### config.mk
export PLATFORM = sky130hd
export DESIGN_NAME = i2c_bus_controller
export DESIGN_NICKNAME = d
export VERILOG_FILES = /design/src/pkg/i2c_ctl_pkg.sv /design/src/i2c_bus_controller.sv
export SDC_FILE = /design/constraint.sdc
export NUM_CORES = 1
export LEC_CHECK = 0
export ABC_AREA = 0
export BUFFER_PORTS_ARGS = -buffer_cell sky130_fd_sc_hd__buf_2
export CORE_MARGIN = 1
export CORE_UTILIZATION = 51
export CTS_CLUSTER_DIAMETER = 60
export DETAILED_ROUTE_END_ITERATION = 7
export GPL_ROUTABILITY_DRIVEN = 0
export HOLD_SLACK_MARGIN = 0.12
export MAX_ROUTING_LAYER = met4
export PLACE_DENSITY = 0.74
export SLEW_MARGIN = 40
export SYNTH_ARGS = -nofsm -noshare
export SYNTH_HDL_FRONTEND = slang
export SYNTH_SLANG_ARGS = --single-unit
### constraint.sdc
create_clock -name clk -period 4.2 [get_ports clk]
set_input_delay 0.21 -clock clk [delete_from_list [all_inputs] [get_ports clk]]
set_output_delay 0.21 -clock clk [all_outputs]
set_load 0.01 [all_outputs]
### src/pkg/i2c_ctl_pkg.sv
package i2c_ctl_pkg;

  ////////////////////////////////////////////////////////////////////////////
  localparam int         ADDR_W     = 6;
  localparam logic [5:0] OFS_CONSET = 6'h00;
  localparam logic [5:0] OFS_STAT   = 6'h04;
  localparam logic [5:0] OFS_DATA   = 6'h08;
  localparam logic [5:0] OFS_ADR0   = 6'h0c;
  localparam logic [5:0] OFS_SCLH   = 6'h10;
  localparam logic [5:0] OFS_SCLL   = 6'h14;
  localparam logic [5:0] OFS_CONCLR = 6'h18;
  localparam logic [5:0] OFS_MMCTRL = 6'h1c;
  localparam logic [5:0] OFS_ADR1   = 6'h20;
  localparam logic [5:0] OFS_ADR2   = 6'h24;
  localparam logic [5:0] OFS_ADR3   = 6'h28;

  ////////////////////////////////////////////////////////////////////////////
  localparam int         CB_AA    = 2;
  localparam int         CB_SI    = 3;
  localparam int         CB_STOP  = 4;
  localparam int         CB_START = 5;
  localparam int         CB_EN    = 6;
  localparam logic [6:0] CON_MASK = 7'h7c;
  localparam int         MM_ENA   = 0;
  localparam int         MM_ALL   = 2;
  localparam logic [3:0] BIT_ACK  = 4'h8;
  localparam logic [3:0] BIT_END  = 4'h9;

  ////////////////////////////////////////////////////////////////////////////
  localparam logic [6:0]  RST_CON     = 7'h00;
  localparam logic [7:0]  RST_STAT    = 8'hf8;
  localparam logic [7:0]  RST_BYTE    = 8'h00;
  localparam logic [15:0] RST_SCL_CNT = 16'h0004;
  localparam logic [2:0]  RST_MM      = 3'h0;

  ////////////////////////////////////////////////////////////////////////////
  localparam logic [7:0] SC_START    = 8'h08;
  localparam logic [7:0] SC_RSTART   = 8'h10;
  localparam logic [7:0] SC_AW_ACK   = 8'h18;
  localparam logic [7:0] SC_AW_NACK  = 8'h20;
  localparam logic [7:0] SC_TX_ACK   = 8'h28;
  localparam logic [7:0] SC_TX_NACK  = 8'h30;
  localparam logic [7:0] SC_ARB      = 8'h38;
  localparam logic [7:0] SC_AR_ACK   = 8'h40;
  localparam logic [7:0] SC_AR_NACK  = 8'h48;
  localparam logic [7:0] SC_RX_ACK   = 8'h50;
  localparam logic [7:0] SC_RX_NACK  = 8'h58;
  localparam logic [7:0] SC_SW_ACK   = 8'h60;
  localparam logic [7:0] SC_GC_ACK   = 8'h70;
  localparam logic [7:0] SC_SRX_ACK  = 8'h80;
  localparam logic [7:0] SC_SRX_NACK = 8'h88;
  localparam logic [7:0] SC_SSTOP    = 8'ha0;
  localparam logic [7:0] SC_SR_ACK   = 8'ha8;
  localparam logic [7:0] SC_STX_ACK  = 8'hb8;
  localparam logic [7:0] SC_STX_NACK = 8'hc0;
  localparam logic [7:0] SC_IDLE     = 8'hf8;

  ////////////////////////////////////////////////////////////////////////////
  typedef enum logic [2:0] {
    PH_IDLE, PH_START, PH_START_HOLD, PH_LOW, PH_HIGH, PH_STOP, PH_SLAVE
  } phase_t;

  typedef struct packed {
    logic        read;
    logic        write;
    logic [5:0]  address;
    logic [31:0] writedata;
  } av_req_t;

  typedef struct packed {
    logic [31:0] readdata;
    logic        waitrequest;
  } av_rsp_t;

  typedef struct packed {
    logic scl_out;
    logic scl_oe;
    logic sda_out;
    logic sda_oe;
  } pin_out_t;

  typedef struct packed {
    av_rsp_t         rsp;
    pin_out_t        pins;
    logic [6:0]      con;
    logic [7:0]      stat;
    logic [7:0]      data;
    logic [3:0][7:0] adr;
    logic [15:0]     sclh;
    logic [15:0]     scll;
    logic [2:0]      mm;
    logic            scl_s1;
    logic            scl_s2;
    logic            scl_p;
    logic            sda_s1;
    logic            sda_s2;
    logic            sda_p;
    logic            busy;
    phase_t          ph;
    logic            master;
    logic            rs;
    logic            tx;
    logic            addr_ph;
    logic            addressed;
    logic            sent;
    logic            ld;
    logic            nack;
    logic [3:0]      bits;
    logic [7:0]      shift;
    logic [15:0]     cnt;
  } state_t;

  localparam state_t STATE_RST = '{
    rsp: '{readdata: 32'h0, waitrequest: 1'b1},
    pins: '{scl_out: 1'b0, scl_oe: 1'b0, sda_out: 1'b0, sda_oe: 1'b0},
    con: RST_CON, stat: RST_STAT, data: RST_BYTE,
    adr: {4{RST_BYTE}}, sclh: RST_SCL_CNT, scll: RST_SCL_CNT, mm: RST_MM,
    scl_s1: 1'b1, scl_s2: 1'b1, scl_p: 1'b1,
    sda_s1: 1'b1, sda_s2: 1'b1, sda_p: 1'b1,
    busy: 1'b0, ph: PH_IDLE, master: 1'b0, rs: 1'b0, tx: 1'b0,
    addr_ph: 1'b0, addressed: 1'b0, sent: 1'b0, ld: 1'b0, nack: 1'b0,
    bits: 4'h0, shift: 8'h00, cnt: 16'h0000
  };

endpackage

### src/i2c_bus_controller.sv
`timescale 1ns/1ps
`default_nettype none
module i2c_bus_controller (
  // Clock and reset
  input  wire logic                  clk,
  input  wire logic                  rst,
  // Register bus
  input  wire i2c_ctl_pkg::av_req_t  av_req,
  output var  i2c_ctl_pkg::av_rsp_t  av_rsp,
  // Two-wire bus lines
  input  wire logic                  scl_in,
  input  wire logic                  sda_in,
  output var  i2c_ctl_pkg::pin_out_t pins
);
  import i2c_ctl_pkg::*;

  state_t s_r;
  state_t s_nxt;
  logic   scl;
  logic   sda;
  logic   start_det;
  logic   stop_det;
  logic   rise;
  logic   fall;
  logic   mon;
  logic   match;
  logic   gc;
  logic   gc_en;
  logic   [6:0] wd;

  ////////////////////////////////////////////////////////////////////////////
  function automatic logic elapsed(input logic [15:0] c, input logic [15:0] lim);
    return c >= lim;
  endfunction

  function automatic logic adr_hit(input logic [7:0] own, input logic [7:0] rx);
    return own[7:1] == rx[7:1];
  endfunction

  assign scl       = s_r.scl_s2;
  assign sda       = s_r.sda_s2;
  assign start_det = s_r.scl_p && scl && s_r.sda_p && !sda;
  assign stop_det  = s_r.scl_p && scl && !s_r.sda_p && sda;
  assign rise      = scl && !s_r.scl_p;
  assign fall      = !scl && s_r.scl_p;
  assign mon       = s_r.mm[MM_ENA];
  assign wd        = av_req.writedata[6:0];

  ////////////////////////////////////////////////////////////////////////////
  always_comb begin
    s_nxt = s_r;
    match = s_r.mm[MM_ALL];
    gc    = s_r.shift[7:1] == 7'h00;
    gc_en = 1'b0;
    for (int i = 0; i < 4; i++) begin
      if (adr_hit(s_r.adr[i], s_r.shift)) begin
        match = 1'b1;
      end
      if (gc && s_r.adr[i][0]) begin
        gc_en = 1'b1;
      end
    end
    match = match || gc_en;

    // Input synchronisers
    s_nxt.scl_s1 = scl_in;
    s_nxt.scl_s2 = s_r.scl_s1;
    s_nxt.scl_p  = s_r.scl_s2;
    s_nxt.sda_s1 = sda_in;
    s_nxt.sda_s2 = s_r.sda_s1;
    s_nxt.sda_p  = s_r.sda_s2;

    // Register bus: answer one cycle after the request is seen
    s_nxt.rsp.waitrequest = 1'b1;
    if ((av_req.read || av_req.write) && s_r.rsp.waitrequest) begin
      s_nxt.rsp.waitrequest = 1'b0;
      case (av_req.address)
        OFS_CONSET: s_nxt.rsp.readdata = {25'h0, s_r.con};
        OFS_STAT:   s_nxt.rsp.readdata = {24'h0, s_r.stat};
        OFS_DATA:   s_nxt.rsp.readdata = {24'h0, s_r.data};
        OFS_ADR0:   s_nxt.rsp.readdata = {24'h0, s_r.adr[0]};
        OFS_ADR1:   s_nxt.rsp.readdata = {24'h0, s_r.adr[1]};
        OFS_ADR2:   s_nxt.rsp.readdata = {24'h0, s_r.adr[2]};
        OFS_ADR3:   s_nxt.rsp.readdata = {24'h0, s_r.adr[3]};
        OFS_SCLH:   s_nxt.rsp.readdata = {16'h0, s_r.sclh};
        OFS_SCLL:   s_nxt.rsp.readdata = {16'h0, s_r.scll};
        OFS_MMCTRL: s_nxt.rsp.readdata = {29'h0, s_r.mm};
        default:    s_nxt.rsp.readdata = 32'h0;
      endcase
    end
    if (av_req.write && !s_r.rsp.waitrequest) begin
      case (av_req.address)
        OFS_CONSET: s_nxt.con = s_r.con | (wd & CON_MASK);
        OFS_CONCLR: s_nxt.con = s_r.con & ~(wd & CON_MASK);
        OFS_DATA:   s_nxt.data = av_req.writedata[7:0];
        OFS_ADR0:   s_nxt.adr[0] = av_req.writedata[7:0];
        OFS_ADR1:   s_nxt.adr[1] = av_req.writedata[7:0];
        OFS_ADR2:   s_nxt.adr[2] = av_req.writedata[7:0];
        OFS_ADR3:   s_nxt.adr[3] = av_req.writedata[7:0];
        OFS_SCLH:   s_nxt.sclh = av_req.writedata[15:0];
        OFS_SCLL:   s_nxt.scll = av_req.writedata[15:0];
        OFS_MMCTRL: s_nxt.mm = av_req.writedata[2:0];
        default:    s_nxt.mm = s_r.mm;
      endcase
    end

    // Bus occupancy; hardware updates below win over software writes
    if (start_det) begin
      s_nxt.busy = 1'b1;
    end
    if (stop_det) begin
      s_nxt.busy         = 1'b0;
      s_nxt.con[CB_STOP] = 1'b0;
    end

    ////////////////////////////////////////////////////////////////////////////
    if (!s_nxt.con[CB_EN]) begin
      s_nxt.ph          = PH_IDLE;
      s_nxt.master      = 1'b0;
      s_nxt.addressed   = 1'b0;
      s_nxt.busy        = 1'b0;
      s_nxt.con[CB_STOP] = 1'b0;
      s_nxt.pins.scl_oe = 1'b0;
      s_nxt.pins.sda_oe = 1'b0;
    end else begin
      unique case (s_r.ph)
        PH_IDLE: begin
          s_nxt.pins.scl_oe = 1'b0;
          s_nxt.pins.sda_oe = 1'b0;
          s_nxt.con[CB_STOP] = 1'b0;
          if (s_nxt.con[CB_START] && !s_r.busy && !s_nxt.con[CB_SI]) begin
            s_nxt.ph     = PH_START;
            s_nxt.master = 1'b1;
            s_nxt.rs     = 1'b0;
            s_nxt.cnt    = 16'h0000;
          end else if (start_det) begin
            s_nxt.ph        = PH_SLAVE;
            s_nxt.bits      = 4'h0;
            s_nxt.addr_ph   = 1'b1;
            s_nxt.addressed = 1'b0;
            s_nxt.tx        = 1'b0;
          end
        end

        PH_START: begin
          s_nxt.pins.scl_oe = 1'b0;
          if (scl) begin
            s_nxt.cnt = s_r.cnt + 16'h0001;
            if (elapsed(s_r.cnt, s_r.sclh)) begin
              s_nxt.pins.sda_oe = 1'b1;
              s_nxt.cnt         = 16'h0000;
              s_nxt.ph          = PH_START_HOLD;
            end
          end
        end

        PH_START_HOLD: begin
          s_nxt.cnt = s_r.cnt + 16'h0001;
          if (elapsed(s_r.cnt, s_r.sclh)) begin
            s_nxt.pins.scl_oe = 1'b1;
            s_nxt.stat        = s_r.rs ? SC_RSTART : SC_START;
            s_nxt.con[CB_SI]  = 1'b1;
            s_nxt.ph          = PH_LOW;
            s_nxt.bits        = 4'h0;
            s_nxt.addr_ph     = 1'b1;
            s_nxt.tx          = 1'b1;
            s_nxt.ld          = 1'b1;
            s_nxt.cnt         = 16'h0000;
          end
        end

        PH_LOW: begin
          s_nxt.pins.scl_oe = 1'b1;
          if (!s_nxt.con[CB_SI]) begin
            if (s_r.ld) begin
              s_nxt.ld = 1'b0;
              if (s_nxt.con[CB_STOP] && !s_r.addr_ph) begin
                s_nxt.pins.sda_oe = 1'b1;
                s_nxt.ph          = PH_STOP;
                s_nxt.bits        = 4'h0;
                s_nxt.cnt         = 16'h0000;
              end else if (s_nxt.con[CB_START] && !s_r.addr_ph) begin
                s_nxt.pins.sda_oe = 1'b0;
                s_nxt.ph          = PH_START;
                s_nxt.rs          = 1'b1;
                s_nxt.cnt         = 16'h0000;
              end else if (s_r.tx) begin
                s_nxt.shift = s_r.data;
              end
            end else begin
              if (s_r.bits == BIT_ACK) begin
                s_nxt.pins.sda_oe = !s_r.tx && s_nxt.con[CB_AA];
              end else begin
                s_nxt.pins.sda_oe = s_r.tx && !s_r.shift[7];
              end
              s_nxt.cnt = s_r.cnt + 16'h0001;
              if (elapsed(s_r.cnt, s_r.scll)) begin
                s_nxt.ph  = PH_HIGH;
                s_nxt.cnt = 16'h0000;
              end
            end
          end
        end

        PH_HIGH: begin
          s_nxt.pins.scl_oe = 1'b0;
          if (scl) begin
            s_nxt.cnt = s_r.cnt + 16'h0001;
          end
          if (scl && s_r.cnt == 16'h0000) begin
            if (s_r.bits == BIT_ACK) begin
              s_nxt.nack = sda;
            end else begin
              s_nxt.shift = {s_r.shift[6:0], sda};
            end
          end
          if (scl && s_r.cnt == 16'h0000 && s_r.bits != BIT_ACK && s_r.tx && s_r.shift[7] && !sda) begin
            s_nxt.master      = 1'b0;
            s_nxt.stat        = SC_ARB;
            s_nxt.con[CB_SI]  = 1'b1;
            s_nxt.pins.sda_oe = 1'b0;
            s_nxt.ph          = PH_SLAVE;
            s_nxt.addr_ph     = 1'b0;
            s_nxt.addressed   = 1'b0;
          end else if ((scl && elapsed(s_r.cnt, s_r.sclh)) || (!scl && s_r.cnt != 16'h0000)) begin
            s_nxt.cnt         = 16'h0000;
            s_nxt.ph          = PH_LOW;
            s_nxt.pins.scl_oe = 1'b1;
            s_nxt.bits        = s_r.bits + 4'h1;
            if (s_r.bits == BIT_ACK) begin
              s_nxt.bits       = 4'h0;
              s_nxt.ld         = 1'b1;
              s_nxt.con[CB_SI] = 1'b1;
              if (s_r.addr_ph) begin
                s_nxt.addr_ph = 1'b0;
                s_nxt.tx      = !s_r.shift[0];
                if (s_r.shift[0]) begin
                  s_nxt.stat = s_r.nack ? SC_AR_NACK : SC_AR_ACK;
                end else begin
                  s_nxt.stat = s_r.nack ? SC_AW_NACK : SC_AW_ACK;
                end
              end else if (s_r.tx) begin
                s_nxt.stat = s_r.nack ? SC_TX_NACK : SC_TX_ACK;
              end else begin
                s_nxt.stat = s_r.nack ? SC_RX_NACK : SC_RX_ACK;
                s_nxt.data = s_r.shift;
              end
            end
          end
        end

        PH_STOP: begin
          if (s_r.bits == 4'h0) begin
            s_nxt.cnt = s_r.cnt + 16'h0001;
            if (elapsed(s_r.cnt, s_r.scll)) begin
              s_nxt.pins.scl_oe = 1'b0;
              s_nxt.bits        = 4'h1;
              s_nxt.cnt         = 16'h0000;
            end
          end else if (scl) begin
            s_nxt.cnt = s_r.cnt + 16'h0001;
            if (elapsed(s_r.cnt, s_r.sclh)) begin
              s_nxt.pins.sda_oe = 1'b0;
              s_nxt.ph          = PH_IDLE;
              s_nxt.master      = 1'b0;
              s_nxt.stat        = SC_IDLE;
              s_nxt.bits        = 4'h0;
            end
          end
        end

        PH_SLAVE: begin
          s_nxt.pins.scl_oe = s_nxt.con[CB_SI] && (s_r.pins.scl_oe || !scl);
          if (s_r.ld && !s_nxt.con[CB_SI] && s_r.tx) begin
            s_nxt.ld    = 1'b0;
            s_nxt.shift = s_r.data;
            if (s_r.bits == 4'h0) begin
              s_nxt.pins.sda_oe = !s_r.data[7] && !mon;
            end
          end
          if (stop_det || s_nxt.con[CB_STOP]) begin
            if (s_r.addressed) begin
              s_nxt.stat       = SC_SSTOP;
              s_nxt.con[CB_SI] = 1'b1;
            end
            s_nxt.ph          = PH_IDLE;
            s_nxt.pins.sda_oe = 1'b0;
            s_nxt.con[CB_STOP] = 1'b0;
            s_nxt.addressed   = 1'b0;
          end else if (start_det) begin
            if (s_r.addressed) begin
              s_nxt.stat       = SC_SSTOP;
              s_nxt.con[CB_SI] = 1'b1;
            end
            s_nxt.bits        = 4'h0;
            s_nxt.addr_ph     = 1'b1;
            s_nxt.addressed   = 1'b0;
            s_nxt.tx          = 1'b0;
            s_nxt.pins.sda_oe = 1'b0;
          end else if (rise) begin
            if (s_r.bits == BIT_ACK) begin
              s_nxt.nack = sda;
            end else begin
              s_nxt.shift = {s_r.shift[6:0], sda};
            end
            s_nxt.bits = s_r.bits + 4'h1;
          end else if (fall && (s_r.addr_ph || s_r.addressed)) begin
            if (s_r.bits == BIT_ACK) begin
              if (s_r.addr_ph) begin
                s_nxt.addr_ph = 1'b0;
                if (match && s_nxt.con[CB_AA]) begin
                  s_nxt.addressed   = 1'b1;
                  s_nxt.tx          = s_r.shift[0];
                  s_nxt.sent        = 1'b0;
                  s_nxt.ld          = s_r.shift[0];
                  s_nxt.pins.sda_oe = !mon;
                  s_nxt.con[CB_SI]  = 1'b1;
                  if (s_r.shift[0]) begin
                    s_nxt.stat = SC_SR_ACK;
                  end else begin
                    s_nxt.stat = gc ? SC_GC_ACK : SC_SW_ACK;
                  end
                end
              end else if (!s_r.tx) begin
                s_nxt.data        = s_r.shift;
                s_nxt.pins.sda_oe = s_nxt.con[CB_AA] && !mon;
                s_nxt.stat        = s_nxt.con[CB_AA] ? SC_SRX_ACK : SC_SRX_NACK;
                s_nxt.con[CB_SI]  = 1'b1;
              end else begin
                s_nxt.pins.sda_oe = 1'b0;
              end
            end else if (s_r.bits == BIT_END) begin
              s_nxt.bits        = 4'h0;
              s_nxt.pins.sda_oe = 1'b0;
              if (s_r.tx && !s_r.sent) begin
                s_nxt.sent        = 1'b1;
                s_nxt.pins.sda_oe = !s_r.shift[7] && !mon;
              end else if (s_r.tx && s_r.nack) begin
                s_nxt.stat       = SC_STX_NACK;
                s_nxt.con[CB_SI] = 1'b1;
                s_nxt.addressed  = 1'b0;
              end else if (s_r.tx) begin
                s_nxt.stat       = SC_STX_ACK;
                s_nxt.con[CB_SI] = 1'b1;
                s_nxt.ld         = 1'b1;
              end
            end else if (s_r.tx && s_r.addressed && s_r.bits != 4'h0) begin
              s_nxt.pins.sda_oe = !s_r.shift[7] && !mon;
            end
          end
        end

        default: begin
          s_nxt.ph = PH_IDLE;
        end
      endcase
    end
    s_nxt.pins.scl_out = 1'b0;
    s_nxt.pins.sda_out = 1'b0;
  end

  ////////////////////////////////////////////////////////////////////////////
  always_ff @(posedge clk) begin
    if (rst) begin
      s_r <= STATE_RST;
    end else begin
      s_r <= s_nxt;
    end
  end

  assign av_rsp = s_r.rsp;
  assign pins   = s_r.pins;

endmodule // i2c_bus_controller
`default_nettype wire

==> results.yml, run 1 <==
cells_and_area:
  num-nets-final: 1400
  drive_gt1_share_pct: 10.0
  diodes: 0
  fin_cells: 1588
  n_fill_cell: 1710
  syn_to_final_growth_pct: 9.77
  final_util_pct: 57.5
synthesis:
  synth_area_um2: 9860
  yosysMostFrequentCell: "nand2_1"
  yosysTopAreaCell: "dfxtp_1"
  synth_edf_count: 0
  netlist_top_cells_count: "nand2_1, dfxtp_1, a21oi_1, nor2_1, clkbuf_1"
  yosys_warnings: 0
  postSynth.asyncResetShare_pct: 0
  synthTopCellsByArea: "dfxtp_1, nand2_1, a21oi_1"
  ys_ff_latch: 154
  synth_cell_types: 80
  avgSynthCellArea_um2: 7.51
  synthCells: 1313
  synth_flop_cell: "dfxtp_1"
  yosysTopAreaCellShare_pct: 31.3
  synth-seq-area-share_pct: 31.3
clock_tree:
  cts_root_buffer: "clkbuf_16"
  htree_num_levels: 4
  cts.sinks: 154
  cts_tree: "built"
  clkTransAtPathRegs_ns: 0.07
  cts_resized: 0
  cts_buffers: 17
  cts_buffer_depth: 2
  insertion_delay_ns: 0.45
placement:
  dp.cells: 1545
  hpwl_um: 22400
  numPortBuffers: 46
worst_setup_path:
  start_kind: "register"
  cp-startpoint: "s_r[24]"
  critical_path.endpoint: "s_r[127]"
  worstSetupPathType: "reg -> reg"
  reg2regPathDepth: 10
  required_ns: 4.51
  r2r_slack_ns: 0.58
  r2r-start: "s_r[24]"
  cp.arrival_ns: 3.93
  crit_fanout: 9
  end_kind: "register"
  regToRegEndpoint: "s_r[127]"
drt:
  vias_per_cell: 6.51
  firstDrtPassIters: 8
  wire_per_inst_um: 20.1
  drt_iter0_markers: 1414
  vias: 10300
  routed_wl_um: 32000
  drc: 0
  drtAntennaViolNets: 0
global_routing:
  grt_start_max_net_pins: 102
  groute.usage.overall_pct: 33.6
  antenna_found_initial: 0
  grt_pass1_wl_um: 50800
  first_global_vias: 9571
  grt_overflow_total: 0
sta:
  rsz0062_at_grt: "false"
  skew_ns: 0.0115
  slew_headroom_pct: 44.0
  final_max_slew_viol_count: 0
  finalSetupViolCount: 0
  fin_crit_ns: 3.62
  tightestPinTransition_ns: 0.835
  hold_violations: 0
  post-route-period-util_pct: 86.1
  timing.fmax_mhz: 276
  fin_tns_setup_ns: 0
die:
  coreArea_um2: 18800
  pin_count: 81
  fp-row-count: 50
  die_h_um: 141
  start_util_pct: 52.4
  dieArea_um2: 19900
  die_x_um: 141
power_and_ir_drop:
  p_per_area_nw_per_um2: 301
  peakVddDrop_mv: 0.294
  cell_internal_pwr_uw: 2420
  power_frac_clock_pct: 49.3
  comb_power_share_pct: 5.2
  leakage_uw: 0.00400
  sw_frac_of_total_pct: 25.6
  p_switching_uw: 836
  pwr-share-seq_pct: 45.5
flow_run:
  drv_cap: 0
min_path:
  hold_path_class: "in -> reg"
run_status:
  outcome: "finished, final reports clean"
==> repair_timing <==
action                                 in CTS  in global routing
endpoints found under the hold margin      22                  0
hold buffers                               11                  0
setup buffers                               0                  0
==> cells in the final DEF, fill, tap and decap left out, types with 11 or more instances in the layout <==
cell type	count
a221oi_1	12
dfxtp_1	154
a21oi_1	128
a22oi_1	30
or2_2	11
o21ai_0	50
nor2b_1	11
dlygate4sd3_1	11
a211oi_1	21
buf_4	31
nor3_1	28
o311a_1	12
clkbuf_16	17
nor4_1	11
mux2i_1	14
buf_2	45
nand4_1	25
xor2_1	19
o31ai_1	11
inv_1	54
nor2_1	92
conb_1	18
a31oi_1	25
and3_1	11
nand2b_1	11
and2_1	11
nand3_1	62
nand2_1	195
ha_1	41
==> layout make-up <==
cell class | instances | area, µm² | area share [%]
clock inverter | 14 | 173 | 1.60
clock buffer | 18 | 429 | 3.97
inverter | 56 | 210 | 1.94
multi-input combinational | 998 | 6020 | 55.7
sequential | 154 | 3080 | 28.5
timing repair buffer | 88 | 579 | 5.35
tap | 260 | 325 | 3.01
==> worst max-delay path, cell delays in order, from the launching register on <==
cell,delay (ns)
dfxtp_1,0.42
inv_1,0.09
ha_1,0.30
and3b_1,0.22
nor4_1,0.64
a21oi_1,0.37
a21oi_1,0.27
o311ai_1,0.18
a211oi_2,0.56
nor2b_1,0.33
o211ai_1,0.11
==> flip-flops by register name, indices dropped and copies added, names as in the netlist <==
name,flops
mon,1
scl,1
s_nxt,2
av_rsp,17
s_r,130
sda,1
pins,2
==> stage by stage <==
step / total power [µW] / setup slack, ns / hold WS [ns] / instance area [µm²]
finish: 3260 / 0.582 / 0.129 / 10800
global route: 3360 / 0.279 / 0.121 / 10800
detailed placement: 1670 / 0.756 / 0.393 / 10100
global placement: 1670 / 0.747 / 0.393 / 10100
floorplan: 1630 / 1.25 / 0.314 / 9920
CTS: 3270 / 0.739 / 0.123 / 10800
==> per-layer routing <==
layer / share of wire (%) / track usage (%) / routed length, µm
met5: 0 / - / 0
met4: 5.6 / 15.9 / 1790
met3: 11 / 7.95 / 3420
met2: 44 / 51.4 / 14200
met1: 39 / 41.6 / 12600
==> kinds of logic after synthesis <==
family / after synthesis / synth area share [%]
AO/OA/AOI/OAI: 386 / 26.3
XOR/XNOR: 28 / 2.49
adder cells (fa/ha/maj): 41 / 5.20
buffers and inverters: 178 / 8.49
flip-flops: 154 / 31.3
multiplexers: 15 / 1.54
other: 1 / 0.0380
AND/OR/NAND/NOR: 510 / 24.7
==> power groups by stage <==
stage | Clock, µW | Sequential, µW | Combinational, µW
floorplan | 0 | 1510 | 116
global placement | 0 | 1510 | 153
detailed placement | 0 | 1520 | 156
CTS | 1620 | 1480 | 164
global route | 1690 | 1480 | 181
finish | 1610 | 1480 | 169
==> worst min path at each step <==
stage	from	end	slack (ns)	cells past startpoint
final	av_req[3]	s_r[68]	0.13	3
after global routing	av_req[3]	s_r[68]	0.12	3
after CTS	av_req[7]	s_r[56]	0.12	3
after detailed placement	s_nxt[41]	sda	0.39	1
after global placement	s_nxt[41]	sda	0.39	1
after floorplan	sda_in	s_nxt[41]	0.31	1
Power figures use the tool's default switching activity.
==> inputs of run 2 (changes only) <==
Settings changed: ABC_AREA 0 to 1, PLACE_DENSITY 0.74 to 0.73.
==> results.yml, run 2 <==
global_routing:
  first_global_vias: 10400
  grt_overflow_total: 0
  antenna_found_initial: 0
  groute.usage.overall_pct: 33.2
  grt_pass1_wl_um: 55300
  grt_start_max_net_pins: 81
die:
  pin_count: 81
  die_h_um: 148
  die_x_um: 148
  fp-row-count: 53
  dieArea_um2: 22000
  coreArea_um2: 21000
  start_util_pct: 51.9
synthesis:
  avgSynthCellArea_um2: 6.21
  synthCells: 1759
  synthTopCellsByArea: "dfxtp_1, nand2_1, a21oi_1"
  synth_edf_count: 0
  synth_area_um2: 10900
  yosysMostFrequentCell: "nand2_1"
  netlist_top_cells_count: "nand2_1, inv_1, a21oi_1, o21ai_0, dfxtp_1"
  postSynth.asyncResetShare_pct: 0
  yosysTopAreaCell: "dfxtp_1"
  yosysTopAreaCellShare_pct: 28.2
  synth_flop_cell: "dfxtp_1"
  synth_cell_types: 52
  yosys_warnings: 0
  synth-seq-area-share_pct: 28.2
  ys_ff_latch: 154
drt:
  vias_per_cell: 5.83
  wl_met2_um: 15300
  drt_iter0_markers: 1642
  wl_met3_um: 4180
  wire_per_inst_um: 17.3
  routed_wl_um: 35500
  firstDrtPassIters: 7
  wl_met1_um: 14400
  vias: 11900
  drtAntennaViolNets: 0
  top_layer_used: "met4"
  drc: 0
clock_tree:
  insertion_delay_ns: 0.44
  cts_buffers: 17
  clkTransAtPathRegs_ns: 0.08
  cts_setup_buffers: 0
  cts_tree: "built"
  cts_resized: 0
  htree_num_levels: 4
  postCtsHoldBufs: 10
  cts_buffer_depth: 2
  cts.sinks: 154
  cts_root_buffer: "clkbuf_16"
flow_run:
  drv_cap: 0
placement:
  hpwl_um: 25800
  pre_cts_ws_ns: 1.38
  placement.cell_area_um2: 11000
  dp.cells: 2006
  numPortBuffers: 46
cells_and_area:
  syn_to_final_growth_pct: 7.73
  final_area_um2: 11800
  num-nets-final: 1845
  final_common_cell: "nand2_1"
  fin_cells: 2048
  diodes: 0
  drive_gt1_share_pct: 8.35
  largest_register_ffs: 130
  largest-register: "s_r"
  final_cell_mix: "nand2_1, inv_1, a21oi_1"
worst_setup_path:
  start_kind: "register"
  worstSetupPathType: "reg -> reg"
  critPathBufInv: 5
  crit_top_cell: "inv_1"
  cp-startpoint: "s_r[38]"
  cp.arrival_ns: 3.42
  required_ns: 4.59
  crit_slowest_cell: "dfxtp_1"
  crit_cells: 13
  path_delay_family: "simple AND/OR/NAND/NOR gates"
  end_kind: "register"
  crit_fanout: 14
  reg2regPathDepth: 13
  r2r_slack_ns: 1.18
  crit_chain: "inv_1, nor2_2, buf_4, nand2_2, inv_2, nand4_1, nor3_1, inv_1, nand3_1, nor2_4, nand3b_1, nand2_1, inv_1"
  slowest_delay_ns: 0.54
  r2r-start: "s_r[38]"
sta:
  skew_ns: 0.0133
  fin_tns_setup_ns: 0
  tightestPinTransition_ns: 0.813
  hold_violations: 0
  slew_headroom_pct: 45.5
  fin_crit_ns: 3.02
  final_max_slew_viol_count: 0
  fin_ws_ns: 1.18
  timing.fmax_mhz: 331
  finalSetupViolCount: 0
  rsz0062_at_grt: "false"
  hold_ws_ns: 0.150
  post-route-period-util_pct: 72.0
min_path:
  min_from: "av_req[2]"
  hold_path_class: "in -> reg"
  holdPathStages: 3
power_and_ir_drop:
  power_frac_clock_pct: 49.7
  p_per_area_nw_per_um2: 274
  cell_internal_pwr_uw: 2320
  leakage_uw: 0.00524
  peakVddDrop_mv: 0.252
  p_switching_uw: 906
  pwr-share-seq_pct: 45.5
  comb_power_share_pct: 4.8
  sw_frac_of_total_pct: 28.1
run_status:
  outcome: "finished, final reports clean"
run 2: cell types whose count changed after synthesis, sizes merged, moves of 15 or more:
cell,change
a211oi,-19
a21oi,+40
a22oi,-21
buf,+20
clkbuf,-46
inv,+166
nand2,+284
nand3,+34
nor2,+72
o21ai,+116
o22ai,+15
run 2: logic make-up after synthesis:
group | count (synthesis) | synth area share, %
and+or+nand+nor | 810 | 32.0
other | 1 | 0.0343
buffers and inverters | 318 | 12.7
xor gates and xnor gates | 21 | 1.68
adders and majority gates | 41 | 4.70
DFF | 154 | 28.2
AOI/OAI and AO/OA | 414 | 20.7
run 2: worst paths after layout:
kind,end
max,s_r[123]
min,s_r[48]
max reg2reg,s_r[123]
min reg2reg,scl
run 2: power by group through the flow:
stage               Clock, µW  Sequential, µW  Combinational, µW
finish                   1600            1470                154
global route             1680            1470                166
CTS                      1610            1470                149
detailed placement          0            1500                141
global placement            0            1500                139
floorplan                   0            1500                102
run 2: worst reg2reg max path, cell delays in order (launching register included):
cell	delay [ns]
dfxtp_1	0.54
inv_1	0.09
nor2_2	0.08
buf_4	0.21
nand2_2	0.29
inv_2	0.38
nand4_1	0.44
nor3_1	0.27
inv_1	0.10
nand3_1	0.14
nor2_4	0.08
nand3b_1	0.23
nand2_1	0.08
inv_1	0.05
run 2: stage by stage:
stage	util (%)	total power, µW
6_report	56.0	3230
4_1_cts	56.0	3230
3_5_place_dp	52.5	1640
2_1_floorplan	-	1600
3_3_place_gp	52.5	1640
5_1_grt	56.0	3310
run 2: layer usage:
metal	GRT usage, %	vias up
li1	-	5717
met1	43.0	5338
met2	49.8	730
met3	7.09	160
met4	14.2	0
met5	-	-
run 2: final cells by class:
cell class | count | area (µm²)
clock buffer | 17 | 425
multi-input combinational | 1304 | 6510
timing repair buffer | 61 | 368
tap | 275 | 344
inverter | 222 | 836
sequential | 154 | 3080
clock inverter | 15 | 195
fill | 2074 | 9260
